**config.mk**
```make
export PLATFORM = sky130hd
export DESIGN_NAME = cdg_ctrl
export DESIGN_NICKNAME = d
export VERILOG_FILES = /design/src/cdg_pkg.sv /design/src/cdg_ctrl.sv
export VERILOG_INCLUDE_DIRS = /design/src /design/src/src
export SDC_FILE = /design/constraint.sdc
export NUM_CORES = 2
export LEC_CHECK = 0
export BUFFER_PORTS_ARGS = -buffer_cell sky130_fd_sc_hd__buf_4
export CELL_PAD_IN_SITES_DETAIL_PLACEMENT = 0
export CELL_PAD_IN_SITES_GLOBAL_PLACEMENT = 2
export CORE_UTILIZATION = 40
export CTS_CLUSTER_SIZE = 40
export DETAILED_ROUTE_END_ITERATION = 6
export PLACE_DENSITY_LB_ADDON = 0.1
export SKIP_LAST_GASP = 1
export SLEW_MARGIN = 20
export SYNTH_ARGS = -nofsm -noshare
export SYNTH_HDL_FRONTEND = slang
export SYNTH_SLANG_ARGS = --single-unit
```
**constraint.sdc**
```tcl
create_clock -name mclk -period 28.1 [get_ports mclk]
set_input_delay 7.025 -clock mclk [delete_from_list [all_inputs] [get_ports mclk]]
set_output_delay 7.025 -clock mclk [all_outputs]
set_load 0.005 [all_outputs]
```
**src/cdg_cfg.svh**
```systemverilog
// Register map, field positions, reset values and ramp counts
`ifndef CDG_CFG_SVH
`define CDG_CFG_SVH
// Behaviour
// - DAC gain 00h mute, 01h -71.625 dB, 0.375 dB steps, C0h 0 dB and reset.
// - A DAC gain write with commit set makes both staged DAC gains active.
// - ADC gain 00h mute, 01h -71.625, 0.375 dB steps, EFh +17.625, reset C0h.
// - An ADC gain write with commit set makes both staged ADC gains active.
// - With unmute ramp set, releasing mute makes DAC gain climb gradually.
// - De-emphasis 00 off, 01/10/11 the 32/44.1/48 kHz curve, reset 00.
// - The soft mute bit silences the DAC path when one and resets to one.
// - Each DAC polarity bit negates that channel's output samples, reset zero.
// - Sidetone gain 0000 -36 dB, 3 dB steps to 1011 -3 dB, 1100 0 dB, reset 0.
// - Sidetone source 00 none, 01 left ADC, 10 right ADC, 11 reserved.
// - The ADC oversample bit gives 128fs when set, 64fs when clear, reset one.
// - The ADC high-pass filter runs when enabled, else bypassed; reset on.
// - Cut-off select picks hi-fi or one of three voice corners, scaled by fs.
// - Each ADC polarity bit negates its channel's output samples, reset zero.
// - Mute ramp steps once per 2 samples when zero, per 32 when one.
// - Without unmute ramp option, releasing mute restores the gain at once.

`define CDG_IDX_DAC_CTRL 6'h0A
`define CDG_IDX_DAC_L 6'h0B
`define CDG_IDX_DAC_R 6'h0C
`define CDG_IDX_SIDE 6'h0D
`define CDG_IDX_ADC_CTRL 6'h0E
`define CDG_IDX_ADC_L 6'h0F
`define CDG_IDX_ADC_R 6'h10
`define CDG_IDX_STATUS 6'h11

`define CDG_COMMIT_BIT 8
`define CDG_DAC_RATE_BIT 7
`define CDG_DAC_UNRAMP_BIT 6
`define CDG_DAC_MUTE_BIT 2
`define CDG_DAC_LINV_BIT 1
`define CDG_DAC_RINV_BIT 0
`define CDG_ADC_OSR_BIT 9
`define CDG_ADC_HIGHPASS_ENABLE_BIT 8
`define CDG_ADC_LINV_BIT 1
`define CDG_ADC_RINV_BIT 0

`define CDG_DAC_CTRL_RST 16'h0004
`define CDG_SIDE_RST 16'h0000
`define CDG_ADC_CTRL_RST 16'h0300
`define CDG_GAIN_RST 8'hC0
`define CDG_DAC_CTRL_MASK 16'h00F7
`define CDG_SIDE_MASK 16'h1FEF
`define CDG_ADC_CTRL_MASK 16'h0363

`define CDG_RAMP_FAST_LAST 5'h01
`define CDG_RAMP_SLOW_LAST 5'h1F
`define CDG_LEVEL_MAX 8'hFF
`define CDG_GAIN_EXP_UNITY 5'h1B
`define CDG_SIDE_BASE 8'h60
`define CDG_SIDE_TOP 4'hC
`define CDG_HPF_SH_HIFI 5'h0B
`define CDG_HPF_SH_V1 5'h04
`define CDG_HPF_SH_V2 5'h03
`define CDG_HPF_SH_V3 5'h02
`define CDG_DEEM_SH_32K 5'h02
`define CDG_DEEM_SH_44K 5'h03
`define CDG_DEEM_SH_48K 5'h03
`define CDG_RESP_OKAY 2'h0
`define CDG_RESP_SLVERR 2'h2
`endif

```
**src/cdg_pkg.sv**
```systemverilog
// Types shared by the digital gain and sidetone control block
package cdg_pkg;
  typedef logic signed [15:0] cdg_sample_t;
  typedef struct packed {
    logic aw_hold;
    logic [7:0] aw_addr;
    logic w_hold;
    logic [31:0] w_data;
    logic [3:0] w_strb;
    logic bvalid;
    logic [1:0] bresp;
    logic rvalid;
    logic [1:0] rresp;
    logic [15:0] rdata;
    logic [15:0] dac_ctrl;
    logic [15:0] side_ctrl;
    logic [15:0] adc_ctrl;
    logic [7:0] dac_l_stage;
    logic [7:0] dac_r_stage;
    logic [7:0] adc_l_stage;
    logic [7:0] adc_r_stage;
    logic [7:0] dac_l_act;
    logic [7:0] dac_r_act;
    logic [7:0] adc_l_act;
    logic [7:0] adc_r_act;
    logic [7:0] level;
    logic [4:0] ramp_cnt;
    logic signed [15:0] deem_l;
    logic signed [15:0] deem_r;
    logic signed [27:0] hp_l;
    logic signed [27:0] hp_r;
    cdg_sample_t dac_out_l;
    cdg_sample_t dac_out_r;
    cdg_sample_t adc_out_l;
    cdg_sample_t adc_out_r;
  } cdg_state_t;
endpackage

```
**src/cdg_ctrl.sv**
```systemverilog
// Digital gain, mute ramp, sidetone and filter control with AXI4-Lite regs
//
// The implementer's own choice: register access over AXI4-Lite.
`timescale 1ns/1ps
`default_nettype none
`include "cdg_cfg.svh"
module cdg_ctrl (
  input wire logic mclk,
  input wire logic reset,
  input wire logic [7:0] s_axi_awaddr,
  input wire logic [2:0] s_axi_awprot,
  input wire logic s_axi_awvalid,
  output logic s_axi_awready,
  input wire logic [31:0] s_axi_wdata,
  input wire logic [3:0] s_axi_wstrb,
  input wire logic s_axi_wvalid,
  output logic s_axi_wready,
  output logic [1:0] s_axi_bresp,
  output logic s_axi_bvalid,
  input wire logic s_axi_bready,
  input wire logic [7:0] s_axi_araddr,
  input wire logic [2:0] s_axi_arprot,
  input wire logic s_axi_arvalid,
  output logic s_axi_arready,
  output logic [31:0] s_axi_rdata,
  output logic [1:0] s_axi_rresp,
  output logic s_axi_rvalid,
  input wire logic s_axi_rready,
  input wire logic sample_tick,
  input wire cdg_pkg::cdg_sample_t dac_in_left,
  input wire cdg_pkg::cdg_sample_t dac_in_right,
  input wire cdg_pkg::cdg_sample_t adc_in_left,
  input wire cdg_pkg::cdg_sample_t adc_in_right,
  output cdg_pkg::cdg_sample_t dac_out_left,
  output cdg_pkg::cdg_sample_t dac_out_right,
  output cdg_pkg::cdg_sample_t adc_out_left,
  output cdg_pkg::cdg_sample_t adc_out_right,
  output logic adc_oversample_high
);
  import cdg_pkg::*;

  localparam cdg_state_t RST = '{
    dac_ctrl: `CDG_DAC_CTRL_RST, side_ctrl: `CDG_SIDE_RST,
    adc_ctrl: `CDG_ADC_CTRL_RST, dac_l_stage: `CDG_GAIN_RST,
    dac_r_stage: `CDG_GAIN_RST, adc_l_stage: `CDG_GAIN_RST,
    adc_r_stage: `CDG_GAIN_RST, dac_l_act: `CDG_GAIN_RST,
    dac_r_act: `CDG_GAIN_RST, adc_l_act: `CDG_GAIN_RST,
    adc_r_act: `CDG_GAIN_RST, default: '0};

  cdg_state_t r;
  cdg_state_t nx;

  // 2^(k/16) in Q15, one 0.375 dB step per entry
  function automatic logic [15:0] mant(input logic [3:0] k);
    case (k)
      4'h0: mant = 16'h8000;
      4'h1: mant = 16'h85AB;
      4'h2: mant = 16'h8B96;
      4'h3: mant = 16'h91C4;
      4'h4: mant = 16'h9838;
      4'h5: mant = 16'h9EF5;
      4'h6: mant = 16'hA5FF;
      4'h7: mant = 16'hAD58;
      4'h8: mant = 16'hB505;
      4'h9: mant = 16'hBD09;
      4'hA: mant = 16'hC567;
      4'hB: mant = 16'hCE25;
      4'hC: mant = 16'hD745;
      4'hD: mant = 16'hE0CD;
      4'hE: mant = 16'hEAC1;
      default: mant = 16'hF525;
    endcase
  endfunction

  function automatic cdg_sample_t sat16(input logic signed [40:0] y);
    if (y > 41'sh0_0000_7FFF) begin
      sat16 = 16'sh7FFF;
    end else if (y < -41'sh0_0000_8000) begin
      sat16 = 16'sh8000;
    end else begin
      sat16 = y[15:0];
    end
  endfunction

  // Code 0 is silence, C0h unity; upper nibble is the octave-ish exponent
  function automatic cdg_sample_t apply_gain(input cdg_sample_t x,
                                             input logic [7:0] code);
    logic signed [40:0] p;
    logic [4:0] sh;
    p = x * $signed({1'b0, mant(code[3:0])});
    sh = `CDG_GAIN_EXP_UNITY - {1'b0, code[7:4]};
    if (code == 8'h00) begin
      apply_gain = 16'sh0000;
    end else begin
      apply_gain = sat16(p >>> sh);
    end
  endfunction

  // Saturating negate; -32768 has no positive twin
  function automatic cdg_sample_t neg16(input cdg_sample_t x, input logic en);
    if (!en) begin
      neg16 = x;
    end else begin
      neg16 = sat16(-{{25{x[15]}}, x});
    end
  endfunction

  function automatic logic [7:0] side_code(input logic [3:0] s);
    logic [3:0] c;
    c = (s > `CDG_SIDE_TOP) ? `CDG_SIDE_TOP : s;
    side_code = `CDG_SIDE_BASE + {1'b0, c, 3'b000};
  endfunction

  function automatic cdg_sample_t side_pick(input logic [1:0] src,
                                            input cdg_sample_t l,
                                            input cdg_sample_t rr);
    case (src)
      2'b01: side_pick = l;
      2'b10: side_pick = rr;
      default: side_pick = 16'sh0000;
    endcase
  endfunction

  function automatic logic [4:0] hpf_shift(input logic [1:0] cut);
    case (cut)
      2'b00: hpf_shift = `CDG_HPF_SH_HIFI;
      2'b01: hpf_shift = `CDG_HPF_SH_V1;
      2'b10: hpf_shift = `CDG_HPF_SH_V2;
      default: hpf_shift = `CDG_HPF_SH_V3;
    endcase
  endfunction

  function automatic logic [4:0] deem_shift(input logic [1:0] sel);
    case (sel)
      2'b01: deem_shift = `CDG_DEEM_SH_32K;
      2'b10: deem_shift = `CDG_DEEM_SH_44K;
      default: deem_shift = `CDG_DEEM_SH_48K;
    endcase
  endfunction

  // Leaky DC tracker in Q12; corner follows fs since it steps per sample
  function automatic logic signed [27:0] hp_track(input cdg_sample_t x,
                                                 input logic signed [27:0] s,
                                                 input logic [4:0] sh);
    logic signed [28:0] d;
    d = {x[15], x, 12'h000} - {s[27], s};
    hp_track = 28'(s + 28'(d >>> sh));
  endfunction

  function automatic cdg_sample_t one_pole(input cdg_sample_t x,
                                           input cdg_sample_t y,
                                           input logic [4:0] sh);
    logic signed [16:0] d;
    d = {x[15], x} - {y[15], y};
    one_pole = 16'(y + 16'(d >>> sh));
  endfunction

  function automatic logic [15:0] merge16(input logic [15:0] old,
                                          input logic [31:0] d,
                                          input logic [3:0] st);
    merge16 = {st[1] ? d[15:8] : old[15:8], st[0] ? d[7:0] : old[7:0]};
  endfunction

  function automatic logic [7:0] min8(input logic [7:0] a,
                                      input logic [7:0] b);
    min8 = (a < b) ? a : b;
  endfunction

  logic [5:0] widx;
  logic [5:0] ridx;
  logic wr_en;
  logic commit_bit;
  logic [4:0] ramp_last;
  logic ramp_jump;
  cdg_sample_t deem_out_l;
  cdg_sample_t deem_out_r;
  cdg_sample_t adc_pre_l;
  cdg_sample_t adc_pre_r;

  assign widx = r.aw_addr[7:2];
  assign ridx = s_axi_araddr[7:2];
  assign wr_en = r.aw_hold && r.w_hold && !r.bvalid;
  assign commit_bit = r.w_strb[1] && r.w_data[`CDG_COMMIT_BIT];
  assign ramp_last = r.dac_ctrl[`CDG_DAC_RATE_BIT] ? `CDG_RAMP_SLOW_LAST :
                     `CDG_RAMP_FAST_LAST;
  assign ramp_jump = !r.dac_ctrl[`CDG_DAC_MUTE_BIT] &&
                     !r.dac_ctrl[`CDG_DAC_UNRAMP_BIT];
  assign deem_out_l = one_pole(dac_in_left, r.deem_l,
                               deem_shift(r.dac_ctrl[5:4]));
  assign deem_out_r = one_pole(dac_in_right, r.deem_r,
                               deem_shift(r.dac_ctrl[5:4]));
  assign adc_pre_l = neg16(adc_in_left,
                           r.adc_ctrl[`CDG_ADC_LINV_BIT]);
  assign adc_pre_r = neg16(adc_in_right,
                           r.adc_ctrl[`CDG_ADC_RINV_BIT]);

  always_comb begin
    cdg_sample_t pl;
    cdg_sample_t pr;
    cdg_sample_t hl;
    cdg_sample_t hr;
    logic signed [40:0] sl;
    logic signed [40:0] sr;
    nx = r;
    pl = 16'sh0000;
    pr = 16'sh0000;
    hl = 16'sh0000;
    hr = 16'sh0000;
    sl = '0;
    sr = '0;
    // Write channels accepted in either order, held until both present
    if (s_axi_awvalid && !r.aw_hold) begin
      nx.aw_hold = 1'b1;
      nx.aw_addr = s_axi_awaddr;
    end
    if (s_axi_wvalid && !r.w_hold) begin
      nx.w_hold = 1'b1;
      nx.w_data = s_axi_wdata;
      nx.w_strb = s_axi_wstrb;
    end
    if (r.bvalid && s_axi_bready) begin
      nx.bvalid = 1'b0;
    end
    if (wr_en) begin
      nx.aw_hold = 1'b0;
      nx.w_hold = 1'b0;
      nx.bvalid = 1'b1;
      nx.bresp = `CDG_RESP_OKAY;
      case (widx)
        `CDG_IDX_DAC_CTRL: nx.dac_ctrl = merge16(r.dac_ctrl, r.w_data,
                           r.w_strb) & `CDG_DAC_CTRL_MASK;
        `CDG_IDX_SIDE: nx.side_ctrl = merge16(r.side_ctrl, r.w_data,
                       r.w_strb) & `CDG_SIDE_MASK;
        `CDG_IDX_ADC_CTRL: nx.adc_ctrl = merge16(r.adc_ctrl, r.w_data,
                           r.w_strb) & `CDG_ADC_CTRL_MASK;
        `CDG_IDX_DAC_L, `CDG_IDX_DAC_R: begin
          if (r.w_strb[0] && widx == `CDG_IDX_DAC_L) begin
            nx.dac_l_stage = r.w_data[7:0];
          end
          if (r.w_strb[0] && widx == `CDG_IDX_DAC_R) begin
            nx.dac_r_stage = r.w_data[7:0];
          end
          if (commit_bit) begin
            nx.dac_l_act = nx.dac_l_stage;
            nx.dac_r_act = nx.dac_r_stage;
          end
        end
        `CDG_IDX_ADC_L, `CDG_IDX_ADC_R: begin
          if (r.w_strb[0] && widx == `CDG_IDX_ADC_L) begin
            nx.adc_l_stage = r.w_data[7:0];
          end
          if (r.w_strb[0] && widx == `CDG_IDX_ADC_R) begin
            nx.adc_r_stage = r.w_data[7:0];
          end
          if (commit_bit) begin
            nx.adc_l_act = nx.adc_l_stage;
            nx.adc_r_act = nx.adc_r_stage;
          end
        end
        `CDG_IDX_STATUS: nx.bresp = `CDG_RESP_OKAY;
        default: nx.bresp = `CDG_RESP_SLVERR;
      endcase
    end
    // Read: one outstanding, answered the cycle after the address
    if (r.rvalid && s_axi_rready) begin
      nx.rvalid = 1'b0;
    end
    if (s_axi_arvalid && !r.rvalid) begin
      nx.rvalid = 1'b1;
      nx.rresp = `CDG_RESP_OKAY;
      case (ridx)
        `CDG_IDX_DAC_CTRL: nx.rdata = r.dac_ctrl;
        `CDG_IDX_DAC_L: nx.rdata = {8'h00, r.dac_l_stage};
        `CDG_IDX_DAC_R: nx.rdata = {8'h00, r.dac_r_stage};
        `CDG_IDX_SIDE: nx.rdata = r.side_ctrl;
        `CDG_IDX_ADC_CTRL: nx.rdata = r.adc_ctrl;
        `CDG_IDX_ADC_L: nx.rdata = {8'h00, r.adc_l_stage};
        `CDG_IDX_ADC_R: nx.rdata = {8'h00, r.adc_r_stage};
        `CDG_IDX_STATUS: nx.rdata = {3'h0, r.ramp_cnt, r.level};
        default: begin
          nx.rdata = 16'h0000;
          nx.rresp = `CDG_RESP_SLVERR;
        end
      endcase
    end
    // Mute level ramps one code per ramp period of samples
    if (ramp_jump) begin
      nx.level = `CDG_LEVEL_MAX;
      nx.ramp_cnt = 5'h00;
    end else if (sample_tick) begin
      if (r.ramp_cnt >= ramp_last) begin
        nx.ramp_cnt = 5'h00;
        if (r.dac_ctrl[`CDG_DAC_MUTE_BIT] && r.level != 8'h00) begin
          nx.level = r.level - 8'h01;
        end else if (!r.dac_ctrl[`CDG_DAC_MUTE_BIT] &&
                     r.level != `CDG_LEVEL_MAX) begin
          nx.level = r.level + 8'h01;
        end
      end else begin
        nx.ramp_cnt = r.ramp_cnt + 5'h01;
      end
    end
    // Sample path, registered once per sample
    if (sample_tick) begin
      if (r.dac_ctrl[5:4] != 2'b00) begin
        nx.deem_l = deem_out_l;
        nx.deem_r = deem_out_r;
        pl = deem_out_l;
        pr = deem_out_r;
      end else begin
        pl = dac_in_left;
        pr = dac_in_right;
      end
      sl = 41'(apply_gain(pl, min8(r.dac_l_act, r.level))) +
           41'(apply_gain(side_pick(r.side_ctrl[3:2], r.adc_out_l,
           r.adc_out_r), side_code(r.side_ctrl[12:9])));
      sr = 41'(apply_gain(pr, min8(r.dac_r_act, r.level))) +
           41'(apply_gain(side_pick(r.side_ctrl[1:0], r.adc_out_l,
           r.adc_out_r), side_code(r.side_ctrl[8:5])));
      nx.dac_out_l = neg16(sat16(sl), r.dac_ctrl[`CDG_DAC_LINV_BIT]);
      nx.dac_out_r = neg16(sat16(sr), r.dac_ctrl[`CDG_DAC_RINV_BIT]);
      if (r.adc_ctrl[`CDG_ADC_HIGHPASS_ENABLE_BIT]) begin
        hl = sat16(41'(adc_pre_l) - 41'(r.hp_l >>> 12));
        hr = sat16(41'(adc_pre_r) - 41'(r.hp_r >>> 12));
        nx.hp_l = hp_track(adc_pre_l, r.hp_l, hpf_shift(r.adc_ctrl[6:5]));
        nx.hp_r = hp_track(adc_pre_r, r.hp_r, hpf_shift(r.adc_ctrl[6:5]));
      end else begin
        hl = adc_pre_l;
        hr = adc_pre_r;
      end
      nx.adc_out_l = apply_gain(hl, r.adc_l_act);
      nx.adc_out_r = apply_gain(hr, r.adc_r_act);
    end
  end

  always_ff @(posedge mclk) begin
    if (reset) begin
      r <= RST;
    end else begin
      r <= nx;
    end
  end

  assign s_axi_awready = !r.aw_hold;
  assign s_axi_wready = !r.w_hold;
  assign s_axi_bvalid = r.bvalid;
  assign s_axi_bresp = r.bresp;
  assign s_axi_arready = !r.rvalid;
  assign s_axi_rvalid = r.rvalid;
  assign s_axi_rresp = r.rresp;
  assign s_axi_rdata = {16'h0000, r.rdata};
  assign dac_out_left = r.dac_out_l;
  assign dac_out_right = r.dac_out_r;
  assign adc_out_left = r.adc_out_l;
  assign adc_out_right = r.adc_out_r;
  assign adc_oversample_high = r.adc_ctrl[`CDG_ADC_OSR_BIT];

  logic dac_commit_wr;
  logic adc_commit_wr;
  assign dac_commit_wr = wr_en && commit_bit &&
    (widx == `CDG_IDX_DAC_L || widx == `CDG_IDX_DAC_R);
  assign adc_commit_wr = wr_en && commit_bit &&
    (widx == `CDG_IDX_ADC_L || widx == `CDG_IDX_ADC_R);
endmodule
`default_nettype wire

```
==> run summary <==
SYNTH
-------------------------------------------------------------------------------------
Sequential cell area fraction in the yosys report                              7.293%
Post-synthesis sequential element count                                           324
Number of library cell types mapped by synthesis                                  118
Area of the mapped netlist                                                  88930 um2
Number of enable flip-flop cells after synthesis                                    0
Synth Warn #                                                                        0
Post-Synthesis Mean Instance Area                                           7.649 um2
Cell count after synthesis                                                      11630
Most frequently used flop master after synthesis                         sky130_fd_sc_hd__dfxtp_1
Fraction of registers with async set or reset after synthesis                      0%

FLOORPLANNING
-------------------------------------------------------------------------------------
Row Count                                                                         172
Die span in y                                                                473.5 um
Starting density of the core                                                   40.36%
Total core area                                                            220400 um2
Top-level I/O count                                                               236
Die area                                                                   224200 um2
Width of the chip                                                            473.5 um

PLACEMENT
-------------------------------------------------------------------------------------
Half-perimeter wire length of the detailed placement result                  234.9 mm
Gpl congestion                                                                 0.8968
Post-placement cell count                                                       14270
Total of buffers placed on input and output ports                                 183

TIMING
-------------------------------------------------------------------------------------
Final Slew Violations                                                               0
RSZ-0062 raised after global routing                                            false
Shortest clock period the worst path allows after layout                     26180 ps
Share of the cycle needed by the critical path after routing                   93.15%
Worst clock skew                                                             43.18 ps
Setup TNS after final layout                                                     0 ps
Actual transition at the worst max-transition pin                             1148 ps
Final setup violation count                                                         0
Timing-limited maximum frequency                                            38.20 MHz
Minimum hold slack                                                           457.9 ps
Number of hold-slack violations in the final timing report                          0
Remaining max-slew budget at the tightest pin                                  21.25%

GLOBAL ROUTING
-------------------------------------------------------------------------------------
Wire length of the first global-routing pass                                 463.7 mm
Vias in the first global route                                                  82230
Largest net degree at the start of global routing                                  90
Total overflow reported by the global router                                        0
Antenna violations before repair                                                    7
Global-route usage over all layers                                             25.75%

DETAILED ROUTING
-------------------------------------------------------------------------------------
Number of nets with antenna violations after detailed routing                       0
Number of vias after detailed routing                                           80880
Iteration-0 DRC count of the detailed router                                     5242
Number of detailed-routing iterations run before antenna repair                     5
WL final                                                                     290.0 mm
Drt wl/cell                                                                  20.19 um
Number of DRC violations after detailed routing                                     0
Vias per std cell                                                               5.631

FINAL LAYOUT
-------------------------------------------------------------------------------------
Core utilization of the finished layout                                        42.71%
Post-route non-filler standard cell count                                       14360
Most frequent standard cell in the layout excluding fill and tap cells   sky130_fd_sc_hd__nand2_1
Fraction of final layout cells sized beyond drive strength 1                   6.064%
Commonest cells after routing, fill and taps aside                       sky130_fd_sc_hd__nand2_1 (1481), sky130_fd_sc_hd__inv_1 (1434), sky130_fd_sc_hd__ha_1 (1027), sky130_fd_sc_hd__nor2_1 (944), sky130_fd_sc_hd__fa_1 (913)
Synth-to-layout area growth                                                    5.830%
Net count of the finished layout                                                13430

CLOCKING
-------------------------------------------------------------------------------------
Cts repair resizes                                                                  0
Cell at the root of the clock tree                                       sky130_fd_sc_hd__clkbuf_16
Hold Buf Count CTS                                                                  0
CTS H-tree lvls                                                                     2
Largest buffer count on any clock path                                              3
CTS tree                                                                         done
Post-CTS Repair Setup Buffers                                                       0
Clock sink count                                                                  324
Clock transition at the registers of the reported paths                         60 ps
Number of buffers added by the clock tree synthesis step                           46
Latest clock arrival within the worst-skew pair                                700 ps

WORST SETUP PATH
-------------------------------------------------------------------------------------
Startpoint type of the worst setup path                                     input pin
Setup crit end kind                                                         flip-flop
Most frequent cell on the critical path                                  sky130_fd_sc_hd__a21oi_1
Worst reg-to-reg setup slack                                                  7930 ps
Critical path class                                                      input pin to flip-flop
Largest fanout on the critical path                                                16
Cell with the largest stage delay on the worst path                      sky130_fd_sc_hd__fa_1
Data required time at the worst endpoint                                     28650 ps
Maximum cell stage delay along the critical path                               630 ps
WP data arrival                                                              26730 ps

RUN
-------------------------------------------------------------------------------------
Number of maximum-capacitance violations                                            0

PWR
-------------------------------------------------------------------------------------
Highest ir drop seen on vdd                                                0.08806 mV
Overall power                                                                5.831 mW
Static power due to leakage                                                  44.50 nW
Power Dens Cells                                                         61.95 nW/um2

RUN STATUS
-------------------------------------------------------------------------------------
Result of the run                                                        finished, final reports clean

MIN PATH
-------------------------------------------------------------------------------------
Hold Path Class                                                          flip-flop to flip-flop

[synthesized netlist by cell type, drive strengths merged (86+ instances only)]
cell type  instances  share of area [%]
a211oi           141                1.2
a21o             171                1.4
a21oi            765                4.3
a31oi            124               0.90
and2             302                2.1
buf              196                1.3
clkbuf           497                2.1
dfxtp            324                7.3
fa               913                 21
ha              1027                 14
inv             1436                6.1
mux2i            301                3.4
nand2           1482                6.3
nand2b           127               0.89
nand3            161               0.91
nand4             86               0.60
nor2             948                4.0
nor3             217                1.2
o211ai           108               0.91
o21a              89               0.75
o21ai            572                3.2
xnor2            227                2.2
xor2             102                1.0
[per-layer routing]
layer	global-route usage, %	wire, um	vias to the layer above	share of wire [%]
met1	32.93	127400	39820	44
li1	-	-	39080	-
met5	0	13	-	0.0045
met4	6.690	7790	2	2.7
met2	46.35	144400	1656	50
met3	1.935	10310	321	3.6
[stage by stage]
| step | instance area, um2 | setup WS [ps] |
|---|---|---|
| after global routing | 94110 | 107.1 |
| after global placement | 92510 | 1796 |
| after CTS | 94080 | 2177 |
| after detailed placement | 92520 | 1609 |
| after floorplan | 89040 | 3953 |
| final | 94120 | 1924 |
[area by class of cell]
| class | instances | area [um2] |
|---|---|---|
| Timing Repair Buffer | 350 | 2635 |
| Clock inverter | 28 | 336.6 |
| Sequential cell | 324 | 6494 |
| Inverter | 1458 | 5473 |
| Fill cell | 22930 | 126300 |
| Multi-Input combinational cell | 9180 | 74230 |
| Antenna cell | 8 | 20.02 |
| Tap cell | 2958 | 3701 |
| Clock buffer | 56 | 1229 |
[path summary, 6_finish.rpt]
kind                   start                end  depth (start not counted)
min                   r[312]             r[312]                          2
max          dac_in_right[1]  dac_out_right[13]                         75
max reg2reg           r[121]  dac_out_right[13]                         75
min reg2reg           r[312]             r[312]                          2
[where the power goes]
group / internal, mW / switching [mW]
sequential: 0.511 / 0.0828
combinational: 1.74 / 2.86
clock: 0.361 / 0.273
total: 2.62 / 3.21
[sequential cells by signal, indices dropped and copies added (netlist names), named ones only]
signal               count
dac_out_left            16
s_axi_bresp              1
adc_out_right           16
s_axi_rdata             13
dac_out_right           16
adc_out_left            16
s_axi_rresp              1
s_axi_rvalid             1
adc_oversample_high      1
s_axi_bvalid             1
r                      212
[critical path, delay by kind of cell]
family / cells / cell delay [ps]
compound gates: 35 / 8170
fa+ha+maj: 12 / 5020
buf+inv: 5 / 880
mux: 1 / 510
simple gates: 22 / 5160
[cells by family after synthesis]
kind of cell	after synthesis	share of synthesized area (%)
compound gates	2694	19.83
xor+xnor	329	3.249
mux	415	5.452
flops	324	7.293
fa+ha+maj	1965	35.28
simple gates	3748	19.33
buf+inv	2151	9.561
other cells	1	0.004217
Power figures use the tool's default switching activity.
